### config.mk
export PLATFORM = sky130hd
export DESIGN_NAME = dpc_disk_control
export DESIGN_NICKNAME = d
export VERILOG_FILES = /design/src/dpc_lockout_cmp.v /design/src/dpc_word_counter.v /design/src/dpc_disk_control.v
export VERILOG_INCLUDE_DIRS = /design/src
export SDC_FILE = /design/constraint.sdc
export NUM_CORES = 1
export LEC_CHECK = 0
export BUFFER_PORTS_ARGS = -buffer_cell sky130_fd_sc_hd__buf_2
export CAP_MARGIN = 20
export CORE_ASPECT_RATIO = 1.2
export CORE_UTILIZATION = 40
export CTS_CLUSTER_DIAMETER = 30
export DETAILED_ROUTE_END_ITERATION = 10
export GPL_TIMING_DRIVEN = 0
export PLACE_DENSITY_LB_ADDON = 0.3
export SLEW_MARGIN = 20
export SYNTH_ARGS = -nofsm -noshare
export SYNTH_HDL_FRONTEND = slang
export SYNTH_HIERARCHICAL = 1
export SYNTH_SLANG_ARGS = --single-unit
### constraint.sdc
create_clock -name sys_clk -period 6.3 [get_ports sys_clk]
set_clock_uncertainty 0.2 [all_clocks]
set_input_delay 1.26 -clock sys_clk [delete_from_list [all_inputs] [get_ports sys_clk]]
set_output_delay 1.26 -clock sys_clk [all_outputs]
set_load 0.005 [all_outputs]
### src/dpc_consts.vh
// Register offsets, field positions, reset values and sequencer states
`ifndef DPC_CONSTS_VH
`define DPC_CONSTS_VH
`define DPC_ADDR_W 4
`define DPC_OFF_CYL 4'h0
`define DPC_OFF_HEAD 4'h1
`define DPC_OFF_SECT 4'h2
`define DPC_OFF_FUNC 4'h3
`define DPC_OFF_UNIT 4'h4
`define DPC_OFF_CTRL 4'h5
`define DPC_OFF_STAT 4'h6
`define DPC_OFF_ATTN 4'h7
`define DPC_OFF_WCNT 4'h8
`define DPC_OFF_SW 4'h9
// Control register bits
`define DPC_CTRL_GO 0
`define DPC_CTRL_CEMASK 1
`define DPC_CTRL_ATMASK 2
`define DPC_CTRL_CLRERR 3
// Status register bits
`define DPC_ST_BUSY 0
`define DPC_ST_DONE 1
`define DPC_ST_ATTN 2
`define DPC_ST_ERR 3
`define DPC_ST_DISK 4
`define DPC_ST_BRK 5
`define DPC_ST_WCOV 6
`define DPC_ST_FMT 7
`define DPC_ST_NORMAL_STATUS 8
`define DPC_ST_LOCK 9
`define DPC_ST_SELECTED_UNIT_LOCKOUT_FLAG 10
`define DPC_ST_WPERR 11
`define DPC_ST_DRVERR 12
// Function codes
`define DPC_FN_WRITE 3'h1
`define DPC_FN_WRALL 3'h3
`define DPC_FN_FORMAT 3'h5
// Reset values
`define DPC_RST_CTRL 3'h0
// Sequencer states
`define DPC_S_IDLE 2'h0
`define DPC_S_SETUP 2'h1
`define DPC_S_XFER 2'h2
`define DPC_S_DONE 2'h3
`endif

### src/dpc_lockout_cmp.v
// Write lockout comparator for unit and cylinder
`timescale 1ns/1ps
module dpc_lockout_cmp #(
    parameter CYL_W = 8
) (
    input wire lockEnable,
    input wire [2:0] driveSelect,
    input wire [CYL_W-1:0] cylinderTarget,
    input wire [2:0] lockoutUnit,
    input wire [2:0] lockoutCylinder,
    output wire lockHit
);
    // Cylinders zero through the switch value are protected inclusively
    assign lockHit = lockEnable && (driveSelect == lockoutUnit) &&
        (cylinderTarget <= {{(CYL_W-3){1'b0}}, lockoutCylinder});
endmodule

### src/dpc_word_counter.v
// Transfer word counter with overflow pulse
`timescale 1ns/1ps
module dpc_word_counter #(
    parameter WC_W = 16
) (
    input wire sys_clk,
    input wire nrst,
    input wire load,
    input wire [WC_W-1:0] loadValue,
    input wire step,
    output reg [WC_W-1:0] remaining_reg,
    output wire lastWord
);
    // Last word when one transfer remains and it is being taken
    assign lastWord = step && (remaining_reg == {{(WC_W-1){1'b0}}, 1'b1});

    // Counts down per word and holds at zero; a zero load means no words
    always @(posedge sys_clk or negedge nrst) begin
        if (!nrst) begin
            remaining_reg <= {WC_W{1'b0}};
        end else if (load) begin
            remaining_reg <= loadValue;
        end else if (step && remaining_reg != {WC_W{1'b0}}) begin
            remaining_reg <= remaining_reg - {{(WC_W-1){1'b0}}, 1'b1};
        end
    end
endmodule

### src/dpc_disk_control.v
// Disk pack controller: registers, sequencer, status and lockout
`timescale 1ns/1ps
`include "dpc_consts.vh"
// Operation
// - Eight-bit cylinder target register loaded by software.
// - Five-bit head target register loaded by software.
// - Four-bit sector target register loaded by software.
// - Three-bit function code selects one of eight functions.
// - Three-bit drive select names the selected unit.
// - Busy is high in every sequencer state except idle.
// - Writing the start bit launches the current function.
// - Completion/error mask withholds done and error from interrupts.
// - Attention mask withholds all unit attention from interrupts.
// - Summary disk flag is OR of done, attention and error.
// - Done flag rises when a function completes.
// - Attention is OR of eight unit bits set on seek completion.
// - Error flag is OR of every individual error condition.
// - Break request asks memory for each data transfer cycle.
// - Word count overflow rises when the last word of a nonzero count is transferred.
// - Format switch selects write-all formatting, otherwise normal.
// - Format and normal status bits follow the format switch.
// - Lockout enable write-protects the chosen unit's cylinder range.
// - Lockout status bit follows the lockout enable input.
// - Three-bit lockout unit picks the protected drive.
// - Lockout cylinder protects cylinders zero up to its value.
// - Selected-unit lockout when enabled, unit matches, cylinder at most.
// - Writes to read-only or locked cylinders are blocked and flagged.
module dpc_disk_control #(
    parameter WC_W = 16,
    parameter DATA_W = 18
) (
    input wire sys_clk,
    input wire nrst,
    input wire [3:0] regAddr,
    input wire [DATA_W-1:0] regWdata,
    input wire regWrite,
    input wire regRead,
    output reg [DATA_W-1:0] regRdata_reg,
    input wire formatSwitch,
    input wire lockoutEnable,
    input wire [2:0] lockoutUnit,
    input wire [2:0] lockoutCylinder,
    input wire [7:0] seekComplete,
    input wire unitReadOnly,
    input wire driveFault,
    input wire memoryBreakGrant,
    input wire driveWordStrobe,
    output reg memoryBreakRequest_reg,
    output reg writeRequest_reg,
    output reg writeAllMode_reg,
    output reg programInterrupt_reg,
    output reg priorityInterrupt_reg,
    output reg busy_reg,
    output reg [2:0] activeFunction_reg,
    output reg [2:0] activeUnit_reg
);
    reg [7:0] cylinderTarget_reg;
    reg [4:0] headTarget_reg;
    reg [3:0] sectorTarget_reg;
    reg [2:0] functionCode_reg;
    reg [2:0] driveSelect_reg;
    reg completionErrorMask_reg;
    reg attentionMask_reg;
    reg [WC_W-1:0] wordCountLoad_reg;
    reg [1:0] state_reg;
    reg [1:0] state_next;
    reg jobDone_reg;
    reg [7:0] unitAttention_reg;
    reg writeProtErr_reg;
    reg driveErr_reg;
    reg wordCountOverflow_reg;
    reg formatStatus_reg;
    reg normalStatus_reg;
    reg lockStatus_reg;
    reg selected_unit_lockout_flag_reg;
    reg wordPending_reg;
    wire lockHit;
    wire lastWord;
    wire [WC_W-1:0] wordsLeft;
    wire attentionFlag;
    wire errorFlag;
    wire summaryDiskFlag;
    wire goWrite;
    wire isWriteFn;
    wire writeBlocked;
    wire wordTaken;
    wire launchOk;
    wire finishXfer;
    wire [DATA_W-1:0] statusWord;

    // Decode a register select for a write
    function wrSel;
        input [3:0] addr;
        input [3:0] off;
        input we;
        begin
            wrSel = we && (addr == off);
        end
    endfunction

    // Write-class functions need write protection checks
    function isWrite;
        input [2:0] fn;
        begin
            isWrite = (fn == `DPC_FN_WRITE) || (fn == `DPC_FN_WRALL) ||
                (fn == `DPC_FN_FORMAT);
        end
    endfunction

    dpc_lockout_cmp #(
        .CYL_W(8)
    ) uLock (
        .lockEnable(lockoutEnable),
        .driveSelect(driveSelect_reg),
        .cylinderTarget(cylinderTarget_reg),
        .lockoutUnit(lockoutUnit),
        .lockoutCylinder(lockoutCylinder),
        .lockHit(lockHit)
    );

    assign wordTaken = wordPending_reg && memoryBreakGrant;

    dpc_word_counter #(
        .WC_W(WC_W)
    ) uCount (
        .sys_clk(sys_clk),
        .nrst(nrst),
        .load(launchOk),
        .loadValue(wordCountLoad_reg),
        .step(wordTaken),
        .remaining_reg(wordsLeft),
        .lastWord(lastWord)
    );

    // Flag aggregation
    assign attentionFlag = |unitAttention_reg;
    assign errorFlag = writeProtErr_reg | driveErr_reg;
    assign summaryDiskFlag = jobDone_reg | attentionFlag | errorFlag;
    assign goWrite = wrSel(regAddr, `DPC_OFF_CTRL, regWrite) &&
        regWdata[`DPC_CTRL_GO];
    assign isWriteFn = isWrite(functionCode_reg);
    // Read-only unit or locked cylinder refuses the write
    assign writeBlocked = isWriteFn && (unitReadOnly || lockHit);
    assign launchOk = goWrite && (state_reg == `DPC_S_IDLE) && !writeBlocked;
    assign finishXfer = lastWord || wordsLeft == {WC_W{1'b0}};

    // Sequencer next state; a start while busy is ignored
    always @* begin
        state_next = state_reg;
        case (state_reg)
            `DPC_S_IDLE: begin
                if (launchOk) begin
                    state_next = `DPC_S_SETUP;
                end
            end
            `DPC_S_SETUP: begin
                state_next = `DPC_S_XFER;
            end
            `DPC_S_XFER: begin
                if (driveFault) begin
                    state_next = `DPC_S_DONE;
                end else if (finishXfer) begin
                    state_next = `DPC_S_DONE;
                end
            end
            `DPC_S_DONE: begin
                state_next = `DPC_S_IDLE;
            end
            default: begin
                state_next = `DPC_S_IDLE;
            end
        endcase
    end

    // Software-loaded registers
    always @(posedge sys_clk or negedge nrst) begin
        if (!nrst) begin
            cylinderTarget_reg <= 8'h00;
            headTarget_reg <= 5'h00;
            sectorTarget_reg <= 4'h0;
            functionCode_reg <= 3'h0;
            driveSelect_reg <= 3'h0;
            completionErrorMask_reg <= 1'b0;
            attentionMask_reg <= 1'b0;
            wordCountLoad_reg <= {WC_W{1'b0}};
        end else begin
            if (wrSel(regAddr, `DPC_OFF_CYL, regWrite)) begin
                cylinderTarget_reg <= regWdata[7:0];
            end
            if (wrSel(regAddr, `DPC_OFF_HEAD, regWrite)) begin
                headTarget_reg <= regWdata[4:0];
            end
            if (wrSel(regAddr, `DPC_OFF_SECT, regWrite)) begin
                sectorTarget_reg <= regWdata[3:0];
            end
            if (wrSel(regAddr, `DPC_OFF_FUNC, regWrite)) begin
                functionCode_reg <= regWdata[2:0];
            end
            if (wrSel(regAddr, `DPC_OFF_UNIT, regWrite)) begin
                driveSelect_reg <= regWdata[2:0];
            end
            if (wrSel(regAddr, `DPC_OFF_CTRL, regWrite)) begin
                completionErrorMask_reg <= regWdata[`DPC_CTRL_CEMASK];
                attentionMask_reg <= regWdata[`DPC_CTRL_ATMASK];
            end
            if (wrSel(regAddr, `DPC_OFF_WCNT, regWrite)) begin
                wordCountLoad_reg <= regWdata[WC_W-1:0];
            end
        end
    end

    // Sequencer, transfer handshake and drive-facing outputs
    always @(posedge sys_clk or negedge nrst) begin
        if (!nrst) begin
            state_reg <= `DPC_S_IDLE;
            busy_reg <= 1'b0;
            wordPending_reg <= 1'b0;
            memoryBreakRequest_reg <= 1'b0;
            writeRequest_reg <= 1'b0;
            activeFunction_reg <= 3'h0;
            activeUnit_reg <= 3'h0;
        end else begin
            state_reg <= state_next;
            busy_reg <= (state_next != `DPC_S_IDLE);
            if (launchOk) begin
                activeFunction_reg <= functionCode_reg;
                activeUnit_reg <= driveSelect_reg;
            end
            // Write request only for permitted write functions
            writeRequest_reg <= (state_next == `DPC_S_XFER) &&
                isWrite(activeFunction_reg);
            // Each drive word strobe asks for one memory cycle
            if (state_reg != `DPC_S_XFER || state_next != `DPC_S_XFER) begin
                wordPending_reg <= 1'b0;
            end else if (driveWordStrobe) begin
                wordPending_reg <= 1'b1;
            end else if (memoryBreakGrant) begin
                wordPending_reg <= 1'b0;
            end
            memoryBreakRequest_reg <= (state_next == `DPC_S_XFER) &&
                ((wordPending_reg && !memoryBreakGrant) ||
                driveWordStrobe);
        end
    end

    // Sticky status flags; hardware set beats a software clear
    always @(posedge sys_clk or negedge nrst) begin
        if (!nrst) begin
            jobDone_reg <= 1'b0;
            unitAttention_reg <= 8'h00;
            writeProtErr_reg <= 1'b0;
            driveErr_reg <= 1'b0;
            wordCountOverflow_reg <= 1'b0;
        end else begin
            if (state_reg == `DPC_S_DONE) begin
                jobDone_reg <= 1'b1;
            end else if (goWrite && writeBlocked &&
                    state_reg == `DPC_S_IDLE) begin
                jobDone_reg <= 1'b1;
            end else if (launchOk) begin
                jobDone_reg <= 1'b0;
            end
            // Writing ones to the attention register clears those units
            if (wrSel(regAddr, `DPC_OFF_ATTN, regWrite)) begin
                unitAttention_reg <= seekComplete |
                    (unitAttention_reg & ~regWdata[7:0]);
            end else begin
                unitAttention_reg <= unitAttention_reg | seekComplete;
            end
            if (goWrite && writeBlocked && state_reg == `DPC_S_IDLE) begin
                writeProtErr_reg <= 1'b1;
            end else if (wrSel(regAddr, `DPC_OFF_CTRL, regWrite) &&
                    regWdata[`DPC_CTRL_CLRERR]) begin
                writeProtErr_reg <= 1'b0;
            end
            if (state_reg == `DPC_S_XFER && driveFault) begin
                driveErr_reg <= 1'b1;
            end else if (wrSel(regAddr, `DPC_OFF_CTRL, regWrite) &&
                    regWdata[`DPC_CTRL_CLRERR]) begin
                driveErr_reg <= 1'b0;
            end
            if (lastWord) begin
                wordCountOverflow_reg <= 1'b1;
            end else if (launchOk) begin
                wordCountOverflow_reg <= 1'b0;
            end
        end
    end

    // Switch inputs copied into status; lockout shown as it stands
    always @(posedge sys_clk or negedge nrst) begin
        if (!nrst) begin
            formatStatus_reg <= 1'b0;
            normalStatus_reg <= 1'b0;
            lockStatus_reg <= 1'b0;
            selected_unit_lockout_flag_reg <= 1'b0;
            writeAllMode_reg <= 1'b0;
        end else begin
            formatStatus_reg <= formatSwitch;
            normalStatus_reg <= !formatSwitch;
            lockStatus_reg <= lockoutEnable;
            selected_unit_lockout_flag_reg <= lockHit;
            writeAllMode_reg <= formatSwitch;
        end
    end

    // Masked flags drive both interrupt ports alike
    always @(posedge sys_clk or negedge nrst) begin
        if (!nrst) begin
            programInterrupt_reg <= 1'b0;
            priorityInterrupt_reg <= 1'b0;
        end else begin
            programInterrupt_reg <=
                (!completionErrorMask_reg && (jobDone_reg || errorFlag)) ||
                (!attentionMask_reg && attentionFlag);
            priorityInterrupt_reg <=
                (!completionErrorMask_reg && (jobDone_reg || errorFlag)) ||
                (!attentionMask_reg && attentionFlag);
        end
    end

    // Status word assembly
    assign statusWord = {{(DATA_W-13){1'b0}}, driveErr_reg,
        writeProtErr_reg, selected_unit_lockout_flag_reg, lockStatus_reg, normalStatus_reg,
        formatStatus_reg, wordCountOverflow_reg, memoryBreakRequest_reg,
        summaryDiskFlag, errorFlag, attentionFlag, jobDone_reg, busy_reg};

    // Read data valid the cycle after the strobe; unmapped reads zero
    always @(posedge sys_clk or negedge nrst) begin
        if (!nrst) begin
            regRdata_reg <= {DATA_W{1'b0}};
        end else if (regRead) begin
            case (regAddr)
                `DPC_OFF_CYL: regRdata_reg <= {{(DATA_W-8){1'b0}},
                    cylinderTarget_reg};
                `DPC_OFF_HEAD: regRdata_reg <= {{(DATA_W-5){1'b0}},
                    headTarget_reg};
                `DPC_OFF_SECT: regRdata_reg <= {{(DATA_W-4){1'b0}},
                    sectorTarget_reg};
                `DPC_OFF_FUNC: regRdata_reg <= {{(DATA_W-3){1'b0}},
                    functionCode_reg};
                `DPC_OFF_UNIT: regRdata_reg <= {{(DATA_W-3){1'b0}},
                    driveSelect_reg};
                `DPC_OFF_CTRL: regRdata_reg <= {{(DATA_W-3){1'b0}},
                    attentionMask_reg, completionErrorMask_reg, 1'b0};
                `DPC_OFF_STAT: regRdata_reg <= statusWord;
                `DPC_OFF_ATTN: regRdata_reg <= {{(DATA_W-8){1'b0}},
                    unitAttention_reg};
                `DPC_OFF_WCNT: regRdata_reg <= {{(DATA_W-WC_W){1'b0}},
                    wordsLeft};
                `DPC_OFF_SW: regRdata_reg <= {{(DATA_W-7){1'b0}},
                    lockoutCylinder, lockoutUnit, lockoutEnable};
                default: regRdata_reg <= {DATA_W{1'b0}};
            endcase
        end else begin
            regRdata_reg <= {DATA_W{1'b0}};
        end
    end
endmodule

Yosys cells after proc, flatten, opt, wreduce, memory -nomap -nowiden
Index checks and enable logic that the tools add are counted.
{"block": "word_totals", "reg_bits": 104, "latchBits": 0, "mem_bits_rw": 0, "mem_bits_ro": 0, "output_inout_bits": 30, "wordCells": 131, "n_memories": 0}
{"block": "op_classes", "n_addsub": 1, "mul": 0, "n_div": 0, "order_cmp": 1, "n_eq_ne": 23, "shifts": 0, "muxes": 19, "bitwise_logic": 7, "reduce_logical": 53}
{"operator": "$pmux 16 s10", "count": 1}
{"operator": "$mux 16", "count": 2}
{"operator": "$logic_and 1x1->1", "count": 26}
{"operator": "$mux 18", "count": 1}
{"operator": "$eq 16x1->1 const B", "count": 1}
{"operator": "$eq 4x3->1 const B", "count": 4}
{"operator": "$logic_not 16->1", "count": 1}
{"operator": "$or 8x8->8", "count": 2}
{"operator": "$reduce_bool 16->1", "count": 1}
{"operator": "$sub 16x1->16 const B", "count": 1}
{"operator": "$logic_or 1x1->1", "count": 10}
{"operator": "$mux 1", "count": 10}
{"operator": "$reduce_bool 2->1", "count": 5}
{"operator": "$and 8x8->8", "count": 1}
{"operator": "$eq 4x2->1 const B", "count": 2}
{"operator": "$eq 4x4->1 const B", "count": 2}
{"operator": "$le 8x3->1", "count": 1}
{"operator": "$mux 8", "count": 1}
{"operator": "$not 8->8", "count": 1}
{"operator": "$pmux 2 s4", "count": 1}
{"operator": "$reduce_or 8->1", "count": 1}
{"operator": "$eq 2x2->1 const B", "count": 3}
{"operator": "$eq 3x1->1 const B", "count": 2}
{"operator": "$eq 3x2->1 const B", "count": 2}
{"operator": "other kinds (11)", "count": 22}

Logic depth before layout (Yosys ltp)
{"block": "depth", "ltp_word": 12, "mapped_depth": 11, "ltp_nobuf": 11}

By module
Netlist, hierarchy kept.
{"module": "dpc_disk_control", "n_inst": 1, "cells_each": 310, "area_each_um2": 3876.2}
{"module": "dpc_word_counter", "n_inst": 1, "cells_each": 117, "area_each_um2": 1051.0}
{"module": "dpc_lockout_cmp", "n_inst": 1, "cells_each": 18, "area_each_um2": 140.1}

Worst setup path after synthesis
Ideal clock, no wire load.
{"block": "synth_path", "kind": "input port to flip-flop", "start": "in lockoutCylinder[2]", "end": "reg uCount.remaining_reg[3]", "arrival_time_ps": 3384, "required_ps": 5981, "setup_slack_ps": 2597, "cell_stages": 10, "path_buffers": 1, "cell_sequence": "inv_1 > ha_1 > nor3_1 > nor4b_1 > nor4_1 > a2bb2oi_1 > a211oi_4 > clkinv_1 > clkbuf_1 > o21a_1"}
{"block": "synth_via", "elab_chain_cells": 7, "word_cells_on_any_way": 8}
{"item": "from (decl)", "line": "dpc_disk_control.v:42", "rtl": "input wire [2:0] lockoutCylinder,"}
{"item": "$le 8x3->1 *", "line": "dpc_lockout_cmp.v:15", "rtl": "(cylinderTarget <= {{(CYL_W-3){1'b0}}, lockoutCylinder});"}
{"item": "$logic_and 1x1->1 *", "line": "dpc_lockout_cmp.v:14", "rtl": "assign lockHit = lockEnable && (driveSelect == lockoutUnit) &&"}
{"item": "named net lockHit", "line": "dpc_disk_control.v:77", "rtl": "wire lockHit;"}
{"item": "$logic_or 1x1->1 *", "line": "dpc_disk_control.v:143", "rtl": "assign writeBlocked = isWriteFn && (unitReadOnly || lockHit);"}
{"item": "$logic_and 1x1->1 *", "line": "dpc_disk_control.v:143"}
{"item": "$logic_not 1->1 *", "line": "dpc_disk_control.v:144", "rtl": "assign launchOk = goWrite && (state_reg == `DPC_S_IDLE) && !writeBlocked;"}
{"item": "$logic_and 1x1->1 *", "line": "dpc_disk_control.v:144"}
{"item": "named net launchOk", "line": "dpc_disk_control.v:87", "rtl": "wire launchOk;"}
{"item": "$mux 16 / $reduce_bool 2->1 (equally long branches)"}
{"item": "to (signal assigned)", "line": "dpc_word_counter.v:20", "rtl": "remaining_reg <= {WC_W{1'b0}};"}
{"item": "to (signal assigned)", "line": "dpc_word_counter.v:22", "rtl": "remaining_reg <= loadValue;"}
{"item": "to (signal assigned)", "line": "dpc_word_counter.v:24", "rtl": "remaining_reg <= remaining_reg - {{(WC_W-1){1'b0}}, 1'b1};"}
{"item": "to (decl)", "line": "dpc_word_counter.v:11", "rtl": "output reg [WC_W-1:0] remaining_reg,"}
The timed path passes the listed nets; every way through them passes the cells marked *.
A chain may end at the register's enable or synchronous reset.

Worst setup path in the final report
{"block": "layout_path", "start": "in lockoutCylinder[2]", "end": "reg uCount.remaining_reg[14]"}
The elaborated chain is that of the path after synthesis.

==> results.md <==
- DRT antenna net count: 0
- Synth Register Bits: 102
- Worst Hold Path Cells: 1
- Max stage delay cell, worst path: a211oi_4
- Count leader, synth: dfrtp_1
- Worst Path Required: 6.31 ns
- Post-synth top area share: 0.504
- Hold_buf cts: 0
- Final TNS setup: 0 ns
- Post-DR wirelength/cell: 19.7 um
- Post-CTS Setup Bufs: 0
- Worst hold path class: flop to flop
- Synth Area in Compound Gates: 0.130
- Initial antenna violation count: 0
- Critical path startpoint: lockoutCylinder[2]
- Share of layout cells above drive strength 1: 0.302
- HP Start: wordCountLoad_reg[3]$_DFFE_PN0P_
- Crit end category: flop
- Synth async-reset ratio: 1.00
- Clk buf depth: 2
- Clk root buf: clkbuf_16
- Distinct cells, synth: 70
- Global-route wire length before repair: 21,800 um
- Antenna Cells: 0
- Overall die width: 105 um
- IO buf count: 67
- Final hold vios: 0
- Max Fclk: 238 MHz
- Clk sink count: 102
- Total power: 2.10 mW
- Core area: 12,200 sq um
- First-pass iteration count of the detailed router: 4
- XOR/XNOR share of the synthesized area: 0.00864
- Vias in the first global route: 4,020
- Final setup violation count: 0
- Mapped cell area: 5070 sq um
- Buffers & Inverters on Critical Path: 4
- CTS tree: built
- Period utilization: 0.667
- R2R Path Start: cylinderTarget_reg[2]$_DFFE_PN0P_
- WHS Endpoint: uCount/remaining_reg[3]$_DFFE_PN0P_
- Post-synth top area cell: dfrtp_1
- Die ar.: 13,100 sq um
- Initial DRC count: 231
- Area of placed instances: 5640 sq um
- Slew Viols, Final: 0
- R2r setup slk: 2.71 ns
- Crit Path Max Fanout: 15
- Clock Latency Late Sink: 0.36 ns
- Die Height: 125 um
- Worst-margin pin slew: 0.807 ns
- Critical path class: input pin to flop
- Post-detail-place hpwl: 10,100 um
- Sequential share of the synthesized area: 0.504
- RSZ-0062 raised after global routing: no
- GRT overflow: 0
- Peak supply drop: 138 uV
- Initial Util: 0.415
- Critical-path cell list: buf_2, inv_1, ha_1, nor3_1, nor4b_1, nor4_1, a2bb2oi_1, a211oi_4, clkinv_1, clkbuf_1, nor2_1, a31oi_1
- Post-synthesis simple-gate area fraction: 0.171
- PwrDens: 351 nW/um^2
- Post-Layout Inst Area: 5980 sq um
- Dominant combinational cell family by area after synthesis: simple AND/OR/NAND/NOR gates
- Area delta synth->final: 17.9%
- Rows: 44
- H-tree depth: 3
- Delay-heaviest family, CP: buffers and inverters
- Layout Nets: 580
- Cts bufs inserted: 9
- Worst-path clk slew: 0.07 ns
- IO Pins: 76
- Critical Path AT: 4.21 ns
- Drc violations: 0
- Max-Cap Viols: 0
- Drt via density: 5.71
- Post-cts sizing count: 0
- Largest net degree at the start of global routing: 75
- Headroom to the max-slew limit: 0.460
- Result of the run: finished, final reports clean
- Worst setup SP type: input pin
- Mapped Cells: 445
- Synth warn: 6
- Filler Cells Inserted: 1,177
- Routed WL: 13,600 um
- Mux cell area share after synthesis: 0.125
- Final Critical Period: 4.20 ns
- Core Util, Final: 0.489
- R2R depth: 10
- RD Place Congestion: 0.931
- Synth Area in Adders: 0.0222
- Avg Inst Size Synth: 11.4 sq um
- GRT Total Usage: 0.219
- Top FF cell, synth: dfrtp_1
- Area contributors post-synth: dfrtp_1 50%, mux2_2 8.9%, nand2_1 2.5%
- Vias: 3,943
- Slowest Stage Delay on Critical Path: 0.74 ns
- P_leak: 2.64 nW
- Commonest cells in the synthesized netlist: 102 x dfrtp_1, 40 x mux2_2, 34 x nand2_1, 21 x nor2_1
- Worst R2R End: uCount/remaining_reg[14]$_DFFE_PN0P_
- Post-synth EDFFs: 0
[cell families after synthesis]
kind of cell | count (synthesis)
AO/OA/AOI/OAI | 92
XOR/XNOR | 5
adder cells (fa/ha/maj) | 9
buffers and inverters | 39
flip-flops | 102
multiplexers | 55
other | 1
AND/OR/NAND/NOR | 142
[power breakdown]
group	internal, mW	switching [mW]	total [mW]
Clock	0.370	0.244	0.613
Combinational	0.245	0.270	0.515
Sequential	0.797	0.175	0.972
Total	1.41	0.689	2.10
[per-stage QoR]
step           instances  hold slack, ns  setup WS, ns
6_report             691           0.290          2.10
5_1_grt              691           0.305          1.81
4_1_cts              691           0.290          2.07
3_5_place_dp         675           0.275          1.67
3_3_place_gp         674           0.261          1.73
2_1_floorplan        446           0.235          2.60
[worst max-delay path by stage]
stage	end	slack (ns)	cells past startpoint
finish	uCount/remaining_reg[14]$_DFFE_PN0P_	2.10	12
global route	uCount/remaining_reg[14]$_DFFE_PN0P_	1.81	12
CTS	uCount/remaining_reg[14]$_DFFE_PN0P_	2.07	12
detailed placement	uCount/remaining_reg[14]$_DFFE_PN0P_	1.67	12
global placement	uCount/remaining_reg[14]$_DFFE_PN0P_	1.73	12
floorplan	uCount/remaining_reg[3]$_DFFE_PN0P_	2.60	10
[placed cells by master, fill, tap and decap left out, types with 3 or more instances in the layout]
cell type,instances
nor4_1,14
buf_2,76
a22oi_1,13
or4_1,9
mux2_1,8
nand2b_1,3
nand4_1,3
dfrtp_1,102
clkbuf_16,9
a21o_1,9
nand4b_1,4
mux2_2,40
buf_6,3
buf_4,5
o21ai_0,11
ha_1,9
nand3_1,6
nand2_1,34
and3_1,5
nand3b_1,6
nor3_1,6
a31oi_1,12
o31ai_1,5
and2_1,3
o21ai_1,6
xnor2_1,4
nor4_2,4
clkbuf_1,6
inv_1,14
or3_1,5
nor2_1,21
mux2i_1,5
a21oi_1,12
[area by class of cell]
class | instances | area [sq um] | share of cell area
Buffer | 24 | 138 | 0.0230
Clock buffer | 11 | 253 | 0.0423
Clock inverter | 5 | 81.3 | 0.0136
Inverter | 15 | 56.3 | 0.00942
Multi-Input combinational cell | 305 | 2320 | 0.389
Sequential cell | 102 | 2550 | 0.427
Tap cell | 161 | 201 | 0.0337
Timing Repair Buffer | 68 | 369 | 0.0618
[metal layers]
layer  vias up  track usage  wire length (um)
met5         -            0                 0
met4         0       0.0878               235
met3        16       0.0438               804
met2       123        0.371              6850
met1      1983        0.275              5710
li1       1821            -                 -
[worst reg2reg max path, cell delays in order (launching register included)]
cell       delay (ns)
dfrtp_1          0.43
ha_1             0.33
nor3_1           0.06
nor4b_1          0.25
nor4_1           0.16
a2bb2oi_1        0.21
a211oi_4         0.74
clkinv_1         0.49
clkbuf_1         0.36
nor2_1           0.17
a31oi_1          0.05
Power figures use the tool's default switching activity.
